==> src/sbc_mode_map.vh <==
// Mode encodings, mode-field codes and timing counts of the operating-mode machine
`ifndef SBC_MODE_MAP_VH
`define SBC_MODE_MAP_VH

// ----------------------------------------------------------------
// Operating modes (state register codes)
// ----------------------------------------------------------------
`define SBC_MODE_INIT 3'h0
`define SBC_MODE_NORMAL 3'h1
`define SBC_MODE_STOP 3'h2
`define SBC_MODE_SLEEP 3'h3
`define SBC_MODE_RESTART 3'h4
`define SBC_MODE_FAILSAFE 3'h5

// ----------------------------------------------------------------
// Mode field of the mode-select control frame
// ----------------------------------------------------------------
`define SBC_FRAME_MODE_MSB 15
`define SBC_FRAME_MODE_LSB 14
`define SBC_REQ_NORMAL 2'h0
`define SBC_REQ_SLEEP 2'h1
`define SBC_REQ_STOP 2'h2
`define SBC_REQ_RESET 2'h3
`define SBC_FRAME_BITS 5'h10

// ----------------------------------------------------------------
// Timing: 40 MHz clock, 25 ns period
// ----------------------------------------------------------------
`define SBC_CLK_PERIOD_NS 25
`define SBC_LONG_OPEN_WINDOW_TIME_MS 200
`define SBC_RESET_DELAY_TIME_MS 10
`define SBC_LW_CYCLES (`SBC_LONG_OPEN_WINDOW_TIME_MS * 1000000 / `SBC_CLK_PERIOD_NS)
`define SBC_RD_CYCLES (`SBC_RESET_DELAY_TIME_MS * 1000000 / `SBC_CLK_PERIOD_NS)

`endif

==> src/sbc_mode_fsm.v <==
// Operating-mode state machine with power-up straps and serial frame receiver
`timescale 1ns/1ps
`include "sbc_mode_map.vh"

// Operation
// - After power-on reset start in init mode with long open watchdog window.
// - Soft reset also brings the device into init mode.
// - Six modes: init, normal, stop, sleep, restart, fail-safe.
// - Stop mode keeps main regulator on.
// - Sleep mode switches main regulator off.
// - Wake from sleep/fail-safe or failure enters restart; reset held low.
// - Restart returns to normal after reset delay once failure cleared.
// - Critical failures enter fail-safe with main regulator off.
// - Fail-safe left on wake, on soft reset, or on overtemperature gone with cfg_fail_to_failsafe low.
// - Debug mode halts watchdog counter; no triggers required.
// - Debug mode still allows all six modes.
// - Serial configuration uses 16-bit frames.
// - Mode field cleared when passing through restart.
// - Watchdog and overvoltage reaction latched from interrupt pin at power-up.
// - Debug or normal operation chosen from strap pin level at power-up.
// - In init any serial frame, even illegal, moves to normal.
// - Missing trigger in long open window flags watchdog failure, enters restart, or fail-safe without pull-up.
// - Interrupt-pin configuration latched on reset output rising edge.
// - Wake events during init are discarded.
module sbc_mode_fsm #(
    parameter [31:0] LW_CYCLES = `SBC_LW_CYCLES,
    parameter [31:0] RD_CYCLES = `SBC_RD_CYCLES
) (
    // Clock and power-on reset
    input wire clk_sys,
    input wire reset,
    // Serial interface pins
    input wire spi_sck,
    input wire spi_csn,
    input wire spi_sdi,
    // Events
    input wire soft_reset,
    input wire wd_trigger,
    input wire wake_can,
    input wire wake_lin,
    input wire [2:0] wake_inputs,
    input wire main_reg_undervoltage,
    input wire main_reg_overvoltage,
    input wire overtemp,
    input wire cfg_fail_to_failsafe,
    // Strap pins
    input wire int_pin_level,
    input wire fail_output3_debug_strap_pin,
    // Status
    output reg [2:0] mode_q,
    output reg [1:0] mode_field_q,
    output reg main_regulator_enable_q,
    output reg reset_output_pin_q,
    output reg wd_fail_q,
    output reg wake_seen_q,
    output reg debug_mode_q,
    output reg cfg_pullup_q,
    output reg [15:0] last_frame_q
);
    // ----------------------------------------------------------------
    // Pin synchronisers
    // ----------------------------------------------------------------
    wire [10:0] pins_s;
    sbc_sync2 #(.W(11)) u_sync (
        .clk_sys(clk_sys),
        .reset(reset),
        .d({spi_sck, ~spi_csn, spi_sdi, wake_can, wake_lin, wake_inputs,
            int_pin_level, fail_output3_debug_strap_pin, overtemp}),
        .q(pins_s)
    );
    wire sck_s = pins_s[10];
    // Chip select enters inverted so its reset value equals idle, no false frame end
    wire csn_s = ~pins_s[9];
    wire sdi_s = pins_s[8];
    wire wake_any = |pins_s[7:3];
    wire int_s = pins_s[2];
    wire strap_s = pins_s[1];
    wire overtemp_s = pins_s[0];

    // ----------------------------------------------------------------
    // 16-bit serial frame receiver
    // ----------------------------------------------------------------
    reg sck_prev_q;
    reg csn_prev_q;
    reg [15:0] shift_q;
    reg [4:0] bitcnt_q;
    reg frame_q;
    reg frame_ok_q;
    wire sck_rise = sck_s & ~sck_prev_q;
    wire frame_end = csn_s & ~csn_prev_q;

    always @(posedge clk_sys) begin
        if (reset) begin
            sck_prev_q <= 1'b0;
            csn_prev_q <= 1'b1;
            shift_q <= 16'h0000;
            bitcnt_q <= 5'h00;
            frame_q <= 1'b0;
            frame_ok_q <= 1'b0;
            last_frame_q <= 16'h0000;
        end else begin
            sck_prev_q <= sck_s;
            csn_prev_q <= csn_s;
            frame_q <= 1'b0;
            if (csn_s) begin
                bitcnt_q <= 5'h00;
            end else if (sck_rise) begin
                shift_q <= {shift_q[14:0], sdi_s};
                // Saturates above 16 so long frames stay illegal
                if (bitcnt_q != 5'h1F) begin
                    bitcnt_q <= bitcnt_q + 5'h01;
                end
            end
            if (frame_end) begin
                frame_q <= 1'b1; // any frame, legal or not
                // Length kept here, the bit counter clears on this edge
                frame_ok_q <= (bitcnt_q == `SBC_FRAME_BITS);
                last_frame_q <= shift_q;
            end
        end
    end

    wire frame_legal = frame_ok_q;
    wire [1:0] req_mode = shift_q[`SBC_FRAME_MODE_MSB:`SBC_FRAME_MODE_LSB];

    // ----------------------------------------------------------------
    // Watchdog and delay counters
    // ----------------------------------------------------------------
    reg [31:0] wd_cnt_q;
    reg [31:0] rd_cnt_q;
    reg reset_out_prev_q;
    wire wd_expired = (wd_cnt_q >= LW_CYCLES - 32'h1);
    wire rd_done = (rd_cnt_q >= RD_CYCLES - 32'h1);
    wire wd_failure = wd_expired & ~debug_mode_q & (mode_q == `SBC_MODE_INIT);
    wire failure = wd_failure | main_reg_undervoltage | main_reg_overvoltage;
    // Watchdog and overvoltage route follows the latched strap, no pull-up means fail-safe
    wire go_failsafe = ((wd_failure | main_reg_overvoltage) & ~cfg_pullup_q) |
                       (main_reg_undervoltage & cfg_fail_to_failsafe);

    // ----------------------------------------------------------------
    // Mode state machine
    // ----------------------------------------------------------------
    reg [2:0] mode_d;
    always @* begin
        mode_d = mode_q;
        case (mode_q)
            `SBC_MODE_INIT: begin
                if (failure) begin
                    mode_d = go_failsafe ? `SBC_MODE_FAILSAFE : `SBC_MODE_RESTART;
                end else if (frame_q) begin
                    mode_d = `SBC_MODE_NORMAL;
                end
            end
            `SBC_MODE_NORMAL, `SBC_MODE_STOP: begin
                if (failure) begin
                    mode_d = go_failsafe ? `SBC_MODE_FAILSAFE : `SBC_MODE_RESTART;
                end else if (frame_q && frame_legal) begin
                    case (req_mode)
                        `SBC_REQ_NORMAL: mode_d = `SBC_MODE_NORMAL;
                        `SBC_REQ_SLEEP: mode_d = `SBC_MODE_SLEEP;
                        `SBC_REQ_STOP: mode_d = `SBC_MODE_STOP;
                        `SBC_REQ_RESET: mode_d = `SBC_MODE_RESTART;
                        default: mode_d = mode_q;
                    endcase
                end
            end
            `SBC_MODE_SLEEP: begin
                if (wake_any) begin
                    mode_d = `SBC_MODE_RESTART;
                end
            end
            `SBC_MODE_RESTART: begin
                if (rd_done && !failure) begin
                    mode_d = `SBC_MODE_NORMAL;
                end
            end
            `SBC_MODE_FAILSAFE: begin
                if (wake_any || (cfg_fail_to_failsafe == 1'b0 && !overtemp_s)) begin
                    mode_d = `SBC_MODE_RESTART;
                end
            end
            default: mode_d = `SBC_MODE_INIT;
        endcase
        if (soft_reset) begin
            mode_d = `SBC_MODE_INIT;
        end
    end

    always @(posedge clk_sys) begin
        if (reset) begin
            mode_q <= `SBC_MODE_INIT;
            mode_field_q <= `SBC_REQ_NORMAL;
            main_regulator_enable_q <= 1'b1;
            reset_output_pin_q <= 1'b0;
            reset_out_prev_q <= 1'b0;
            wd_cnt_q <= 32'h0;
            rd_cnt_q <= 32'h0;
            wd_fail_q <= 1'b0;
            wake_seen_q <= 1'b0;
            debug_mode_q <= 1'b0;
            cfg_pullup_q <= 1'b0;
        end else begin
            mode_q <= mode_d;
            // Regulator on except sleep and fail-safe
            main_regulator_enable_q <= (mode_d != `SBC_MODE_SLEEP) &&
                                       (mode_d != `SBC_MODE_FAILSAFE);
            // Reset low in restart, in fail-safe and during init delay
            reset_output_pin_q <= (mode_d != `SBC_MODE_RESTART) &&
                                  (mode_d != `SBC_MODE_FAILSAFE) &&
                                  !(mode_q == `SBC_MODE_INIT && !reset_output_pin_q && !rd_done);
            reset_out_prev_q <= reset_output_pin_q;
            if (mode_d == `SBC_MODE_RESTART) begin
                mode_field_q <= `SBC_REQ_NORMAL;
            end else if (frame_q && frame_legal && mode_q != `SBC_MODE_INIT) begin
                mode_field_q <= req_mode;
            end
            if (mode_q != mode_d || reset_output_pin_q) begin
                rd_cnt_q <= 32'h0;
            end else if (!rd_done) begin
                rd_cnt_q <= rd_cnt_q + 32'h1;
            end
            // Long open window runs in init unless debug halts it
            if (mode_q != `SBC_MODE_INIT || wd_trigger) begin
                wd_cnt_q <= 32'h0;
            end else if (!debug_mode_q && !wd_expired) begin
                wd_cnt_q <= wd_cnt_q + 32'h1;
            end
            if (wd_failure) begin
                wd_fail_q <= 1'b1;
            end
            if (wake_any && mode_q != `SBC_MODE_INIT) begin
                wake_seen_q <= 1'b1;
            end else if (frame_q) begin
                wake_seen_q <= 1'b0; // init wakes dropped
            end
            if (mode_q == `SBC_MODE_INIT && !reset_output_pin_q) begin
                debug_mode_q <= ~strap_s;
            end
            if (reset_output_pin_q && !reset_out_prev_q && mode_q == `SBC_MODE_INIT) begin
                cfg_pullup_q <= int_s;
            end
        end
    end
endmodule // sbc_mode_fsm

==> src/sbc_sync2.v <==
// Two flip-flop synchroniser for asynchronous pin inputs
`timescale 1ns/1ps
module sbc_sync2 #(
    parameter W = 1
) (
    // Clock and reset
    input wire clk_sys,
    input wire reset,
    // Data
    input wire [W-1:0] d,
    output reg [W-1:0] q
);
    reg [W-1:0] meta_q;

    always @(posedge clk_sys) begin
        if (reset) begin
            meta_q <= {W{1'b0}};
            q <= {W{1'b0}};
        end else begin
            meta_q <= d;
            q <= meta_q;
        end
    end
endmodule // sbc_sync2

==> config.mk <==
export PLATFORM = sky130hd
export DESIGN_NAME = sbc_mode_fsm
export DESIGN_NICKNAME = d
export VERILOG_FILES = /design/src/sbc_mode_fsm.v /design/src/sbc_sync2.v
export VERILOG_INCLUDE_DIRS = /design/src
export SDC_FILE = /design/constraint.sdc
export NUM_CORES = 1
export LEC_CHECK = 0
export ABC_AREA = 1
export BUFFER_PORTS_ARGS = -buffer_cell sky130_fd_sc_hd__clkbuf_2
export CORE_AREA = 4 4 131 102
export DETAILED_ROUTE_END_ITERATION = 8
export DIE_AREA = 0 0 135 106
export GPL_TIMING_DRIVEN = 0
export PLACE_DENSITY_LB_ADDON = 0.3
export SYNTH_ARGS = -nofsm -noshare
export SYNTH_HDL_FRONTEND = slang
export SYNTH_HIERARCHICAL = 1
export SYNTH_SLANG_ARGS = --single-unit
==> constraint.sdc <==
create_clock -name clk_sys -period 2.5 [get_ports clk_sys]
set_input_delay 0.375 -clock clk_sys [delete_from_list [all_inputs] [get_ports clk_sys]]
set_output_delay 0.375 -clock clk_sys [all_outputs]
set_load 0.03 [all_outputs]
; ---- Word-level counts from Yosys, hierarchy flattened
; Cells that the tools add are included.
[op_classes]
n_addsub = 3
n_mul = 0
div = 0
order_cmp = 2
eq_ne = 15
shift = 0
muxes = 14
bitwise_logic = 18
reduce_logical = 36
[op_table]
columns = cell, n
row1 = $add A32 B1 Y32 const B, 2
row2 = $ge A32 B19 Y1 const B, 1
row3 = $ge A32 B23 Y1 const B, 1
row4 = $mux W3, 8
row5 = $pmux W3 S5, 1
row6 = $logic_and A1 B1 Y1, 13
row7 = $pmux W3 S4, 1
row8 = $reduce_or A2 Y1, 5
row9 = $eq A3 B3 Y1 const B, 3
row10 = $logic_not A1 Y1, 8
row11 = $not A1 Y1, 8
row12 = $and A1 B1 Y1, 6
row13 = $eq A3 B2 Y1 const B, 2
row14 = $ne A3 B3 Y1 const B, 2
row15 = $add A5 B1 Y5 const B, 1
row16 = $eq A5 B5 Y1 const B, 1
row17 = $ne A5 B5 Y1 const B, 1
row18 = $reduce_or A5 Y1, 1
row19 = $eq A2 B2 Y1 const B, 2
row20 = $mux W1, 4
row21 = $or A1 B1 Y1, 4
row22 = $reduce_and A2 Y1, 2
row23 = $eq A3 B1 Y1 const B, 1
row24 = $logic_not A3 Y1, 1
row25 = other kinds (7), 9
[totals]
ff_bits = 139
latchBits = 0
mem_bits_rw = 0
romBits = 0
inputBits = 18
output_inout_bits = 27
elab_cells = 108
mem_count = 0

; ---- Logic depth before layout (Yosys ltp)
[depth]
word_depth = 13
depth_mapped = 19
mapped_depth_nobuf = 18

; ---- Modules after synthesis
; The synthesis kept the hierarchy.
[modules_own_cells]
columns = module, instances, cells_per_inst, area_per_inst_um2, seq_area_each_um2
row1 = sbc_mode_fsm, 1, 689, 5321.4, 2342.2
row2 = sbc_sync2, 1, 68, 628.1, 440.4

; ---- Worst setup path after synthesis
; No wires, ideal clock.
[synth_path]
path_kind = register to register
from = reg mode_q[1]
to = reg rd_cnt_q[0]
setup_time_ns = 0.115
t_arrival_ns = 1.915
t_required_ns = 2.385
setup_slack_ns = 0.471
stages_incl_launch_ff = 17
n_path_buf = 1
synth_period_minus_slack_ns = 2.029
path_cell_list = dfxtp_1 nor2_1 inv_2 nor2_2 inv_1 nor2_2 nand2_4 nand3_2 o21bai_1 nand2_1 nand2_1 nand2_2 nand2_1 nand2_1 nand2_2 buf_6 nor3_2
[synth_via]
elab_chain_len = 12
elab_cells_between_ends = 28
classes_between = eq/ne (6) / mux (10) / bitwise (6) / reduce/logical (6)
[synth_rtl]
columns = item, line
row1 = start: declaration, sbc_mode_fsm.v:50  ; output reg [2:0] mode_q,
row2 = start signal: assignment, sbc_mode_fsm.v:191  ; mode_q <= `SBC_MODE_INIT;
row3 = start signal: assignment, sbc_mode_fsm.v:203  ; mode_q <= mode_d;
row4 = $logic_not A3 Y1, sbc_mode_fsm.v:146  ; case (mode_q)
row5 = $and A1 B1 Y1, sbc_mode_fsm.v:134  ; wire wd_failure = wd_expired & ~debug_mode_q & (mode_q == `SBC_MODE_INIT);
row6 = "$or A1 B1 Y1, on equally long branches", "sbc_mode_fsm.v:137, sbc_mode_fsm.v:135"
row7 = $and A1 B1 Y1 or $or A1 B1 Y1 (tied branches), "sbc_mode_fsm.v:137, sbc_mode_fsm.v:135"
row8 = $or A1 B1 Y1 or $logic_not A1 Y1 (tied branches), "sbc_mode_fsm.v:137, sbc_mode_fsm.v:173"
row9 = $mux W1 (no line) or $logic_and A1 B1 Y1 (tied branches), --
row10 = "$mux W3, on equally long branches", "sbc_mode_fsm.v:155, sbc_mode_fsm.v:148, sbc_mode_fsm.v:173"
row11 = $pmux W3 S5, sbc_mode_fsm.v:146
row12 = $mux W3, sbc_mode_fsm.v:184  ; if (soft_reset) begin
row13 = $ne A3 B3 Y1 (*), sbc_mode_fsm.v:217  ; if (mode_q != mode_d || reset_output_pin_q) begin
row14 = $logic_or A1 B1 Y1 (*), sbc_mode_fsm.v:217
row15 = $reduce_or A2 Y1 (no line) (*), --
row16 = end signal: assignment, sbc_mode_fsm.v:220  ; rd_cnt_q <= rd_cnt_q + 32'h1;
row17 = end: declaration, sbc_mode_fsm.v:130  ; reg [31:0] rd_cnt_q;
; Every way passes the cells marked *; elsewhere a longest branch is shown, timed or not.
; A chain may end at the register's enable or synchronous reset.

; ---- Final worst setup path
[layout_path]
from = reg wd_cnt_q[0]
to = reg rd_cnt_q[28]
[layout_via]
elab_chain_len = 13
elab_cells_between_ends = 19
classes_between = order compare (1) / eq/ne (1) / mux (6) / bitwise (7) / reduce/logical (4)
[layout_rtl]
columns = item, line
row1 = start: declaration, sbc_mode_fsm.v:129  ; reg [31:0] wd_cnt_q;
row2 = start signal: assignment, sbc_mode_fsm.v:226  ; wd_cnt_q <= wd_cnt_q + 32'h1;
row3 = $ge A32 B23 Y1 (*), sbc_mode_fsm.v:132  ; wire wd_expired = (wd_cnt_q >= LW_CYCLES - 32'h1);
row4 = $and A1 B1 Y1 (*) (2 in series), sbc_mode_fsm.v:134
row5 = "$or A1 B1 Y1, on equally long branches", "sbc_mode_fsm.v:137, sbc_mode_fsm.v:135"
row6 = $and A1 B1 Y1 or $or A1 B1 Y1 (tied branches), "sbc_mode_fsm.v:137, sbc_mode_fsm.v:135"
row7 = $or A1 B1 Y1 or $logic_not A1 Y1 (tied branches), "sbc_mode_fsm.v:137, sbc_mode_fsm.v:173"
row8 = $mux W1 (no line) or $logic_and A1 B1 Y1 (tied branches), --
row9 = "$mux W3, on equally long branches", "sbc_mode_fsm.v:155, sbc_mode_fsm.v:148, sbc_mode_fsm.v:173"
row10 = $pmux W3 S5 (*), sbc_mode_fsm.v:146
row11 = $mux W3 (*), sbc_mode_fsm.v:184
row12 = $ne A3 B3 Y1 (*), sbc_mode_fsm.v:217
row13 = $logic_or A1 B1 Y1 (*), sbc_mode_fsm.v:217
row14 = $reduce_or A2 Y1 (no line) (*), --
; Marks and branches as above.

==> impl_metrics.py <==
metrics = {
    "run_status": {
        "status": "completed",
    },
    "yosys": {
        "yosys_warn_count": 6,
        "synth_flop_cell": "dfxtp_1",
        "ys_seq_elements": 139,
        "postSynthNetCount": 783,
        "post_synth_main_area_contributors": "dfxtp_1 47%, inv_1 8.8%, a21oi_1 5.9%, nor2_1 5.8%, nor3_2 5.6%",
        "synth-xor-area-share": 0.02503,
        "asyncSetResetFlopFracSynth": 0,
        "synth-simple-area-share": 0.2494,
        "adder_and_majority_cell_fraction_of_the_synthesized_area": 0.01682,
        "average_instance_area_after_synthesis_um2": 7.859,
        "synth_top_family_by_area": "simple AND/OR/NAND/NOR gates",
        "synth.top_cell.area_share": 0.4677,
        "synth_cell_type_count": 35,
        "synth_edf_count": 0,
        "synth_compound_gate_area_share": 0.1262,
        "synth_top_cell_by_area": "dfxtp_1",
        "post_synth_instance_area_mm2": 0.005949,
        "share_of_cell_area_taken_by_muxes_after_synthesis": 0,
        "postSynthCellCount": 757,
        "synth_sequential_area_ratio": 0.4677,
        "top_cells_by_count_synth": "139 x dfxtp_1, 139 x inv_1, 92 x nor2_1, 76 x nand2_1, 70 x a21oi_1",
    },
    "global_routing": {
        "grt_antenna_before_repair": 0,
        "pin_count_of_the_biggest_net_entering_global_routing": 17,
        "vias_in_the_first_global_route": 4698,
        "grt_remaining_overflow": 0,
        "gr-usage-all-layers": 0.1810,
        "grt_first_pass_wirelength_um": 20980,
    },
    "die": {
        "floorplan.die.width_um": 135,
        "io-pin-count": 45,
        "floorplan.initialDensity": 0.4940,
        "design.die.area_mm2": 0.01431,
        "design.core.area_mm2": 0.01204,
        "std_cell_rows": 35,
        "die_h_um": 106,
    },
    "timing": {
        "final_min_period_over_clock_period": 0.9320,
        "timing.slew.headroom": 0.6646,
        "final-hold-violation-count": 0,
        "hold-worst-slack_ns": 0.1408,
        "post-route-min-period_ns": 2.330,
        "setup_skew_ns": 0.01002,
        "least_margin_pin_slew_ns": 0.5031,
        "achievable-frequency_mhz": 429.2,
        "setup-violations-final": 0,
        "final-max-slew-violation-count": 0,
    },
    "cells_and_area": {
        "layout.area.seq_mm2": 0.002783,
        "post_route_cells_drive_above_1_share": 0.1825,
        "post-route-util": 0.5818,
        "final_nets": 846,
        "syn2layout_area_growth_pct": 17.77,
        "final.fill_count": 1082,
        "final-instance-count-excl-fill": 999,
        "stdcell_area_mm2": 0.007007,
        "multi_input_comb_area_mm2": 0.002511,
        "num_antenna_cells": 0,
    },
    "setup_path": {
        "timing_worst_setup_path_type": "reg -> reg",
        "setup.worst_path.end_class": "flop",
        "cpMaxStageDelayCell": "dfxtp_1",
        "timing.critical_path.fanout_max": 10,
        "max_stage_delay_ns": 0.34,
        "path_delay_family": "simple AND/OR/NAND/NOR gates",
        "reg2reg_from": "wd_cnt_q[0]",
        "worst-endpoint-required_ns": 2.80,
        "worst_setup_path_start_kind": "flop",
        "worst_path_cell_trace": "ha_2 -> nand3_1 -> nor2_2 -> nand2_1 -> nand2_1 -> nand2_1 -> nand2_2 -> nand2_4 -> nand3_2 -> nor2_1 -> a21oi_2 -> nand2_2 -> nand2_1 -> nand2_1 -> nand2_4 -> buf_6 -> nor3_2",
        "cp_num_buf_inv": 1,
        "timing.critical_path.mode_cell": "nand2_1",
        "critPathArrivalTime_ns": 2.63,
        "setup.worst_path.start": "wd_cnt_q[0]",
    },
    "clock_tree": {
        "clk-insertion-delay-late_ns": 0.42,
        "tritoncts": "yes",
        "postCtsHoldBufs": 0,
        "cts_num_sinks": 139,
        "number_of_clock_buffers_inserted_by_tritoncts": 17,
        "clk_pin_slew_worst_paths_ns": 0.06,
        "clk_path_buf_depth": 2,
        "ctsHtreeMaxLevel": 4,
        "clock-root-buffer": "clkbuf_16",
    },
    "placement": {
        "port_buffers": 44,
        "detailedPlacementHpwl_um": 8621,
        "post_dp_cell_area_mm2": 0.006377,
        "place_congestion": 0.8755,
        "dp.cells": 967,
    },
    "detailed_routing": {
        "vias": 4850,
        "vias_per_cell": 4.855,
        "wl_cell_um": 12.18,
        "1st_pass_router_iterations": 5,
        "drt-initial-drc-count": 356,
        "ant_nets": 0,
        "wirelength_um": 12170,
        "detail_route.drc_violations": 0,
    },
    "run": {
        "drv.max_cap_violation_count": 0,
    },
    "min_path": {
        "holdCritStartpoint": "wake_inputs[0]",
        "hp-class": "in -> reg",
    },
    "power_and_ir_drop": {
        "vdd_drop_max_mv": 0.4459,
        "power.density_mw_per_mm2": 736.4,
        "leakagePower_uw": 0.002831,
    },
}
-- final cells by class --
type                    instances  area share
multi-input cells             452      0.3584
repair buffers                 44     0.03143
plain buffers                  21     0.02089
flip-flops and latches        139      0.3971
clock inverters                12     0.01964
inverters                     145     0.07768
well taps                     166     0.02964
clock buffers                  20     0.06518
-- registers in the layout, summed over array words and instances, names as in the netlist --
| signal | count |
|---|---|
| cfg_pullup_q | 1 |
| mode_q | 3 |
| wd_fail_q | 1 |
| last_frame_q | 16 |
| frame_legal | 1 |
| rd_cnt_q | 32 |
| mode_field_q | 2 |
| wake_seen_q | 1 |
| csn_prev_q | 1 |
| frame_q | 1 |
| reset_output_pin_q | 1 |
| wd_cnt_q | 32 |
| shift_q | 16 |
| debug_mode_q | 1 |
| u_sync/q | 11 |
| main_regulator_enable_q | 1 |
| u_sync/meta_q | 11 |
| sck_prev_q | 1 |
| bitcnt_q | 5 |
| reset_out_prev_q | 1 |
-- logic make-up (layout without fill, tap and decap cells) --
group | after synthesis | after routing
DFF | 139 | 139
AOI/OAI and AO/OA | 142 | 142
adders and majority gates | 8 | 8
xor gates and xnor gates | 17 | 17
buffers and inverters | 166 | 242
and+or+nand+nor | 285 | 285
-- worst paths after layout --
| kind | end | slack (ns) | cells past startpoint |
|---|---|---|---|
| max | rd_cnt_q[28] | 0.17 | 17 |
| min | u_sync/meta_q[3] | 0.14 | 3 |
| max reg2reg | rd_cnt_q[28] | 0.17 | 17 |
| min reg2reg | u_sync/q[3] | 0.40 | 2 |
-- layer usage --
metal	GRT usage	up-vias	routed length [um]
met5	0	-	0
met1	0.2315	2206	5783
met3	0.05629	17	486
met4	0.05899	0	146
li1	-	2540	-
met2	0.2923	87	5749
-- cell usage in the layout (no fill, tap or decap), drive strengths merged --
| cell | count |
|---|---|
| inv | 148 |
| dfxtp | 139 |
| nor2 | 101 |
| nand2 | 84 |
| clkbuf | 77 |
| a21oi | 72 |
| o21ai | 56 |
| nor3 | 55 |
| nand3 | 25 |
| nand4 | 15 |
| xor2 | 12 |
| ha | 8 |
| buf | 8 |
| xnor2 | 5 |
| clkinv | 5 |
| o21bai | 3 |
| o21a | 3 |
| a211oi | 2 |
| o31ai | 2 |
| a31oi | 2 |
| nor3b | 2 |
| bufinv | 2 |
| clkinvlp | 2 |
| a21boi | 1 |
| and2 | 1 |
| a21o | 1 |
| nor4 | 1 |
| or2 | 1 |
-- timing repair --
action                                  4_1_cts  5_1_grt
setup buffers                                 0        0
endpoints found under the hold margin         0        0
endpoints found under the setup margin        0        6
gates resized for setup                       0        9
-- worst min-delay path, delay by kind of cell --
kind / cells / cell delay, ns
simple gates: 1 / 0.03
buf+inv: 2 / 0.12
-- where the power goes --
group | internal [uW] | switching (uW) | total, uW
Clock | 1530 | 968 | 2500
Sequential | 2260 | 27.2 | 2290
Combinational | 119 | 253 | 372
-- metrics by stage --
stage / setup slack, ns / setup TNS (ns) / power, uW
floorplan: 0.4709 / 0 / 2602
global placement: 0.2701 / 0 / 2686
detailed placement: 0.2028 / 0 / 2699
CTS: 0.1900 / 0 / 5188
global route: -0.04537 / -0.8243 / 5346
finish: 0.1699 / 0 / 5160
Power figures use the tool's default switching activity.
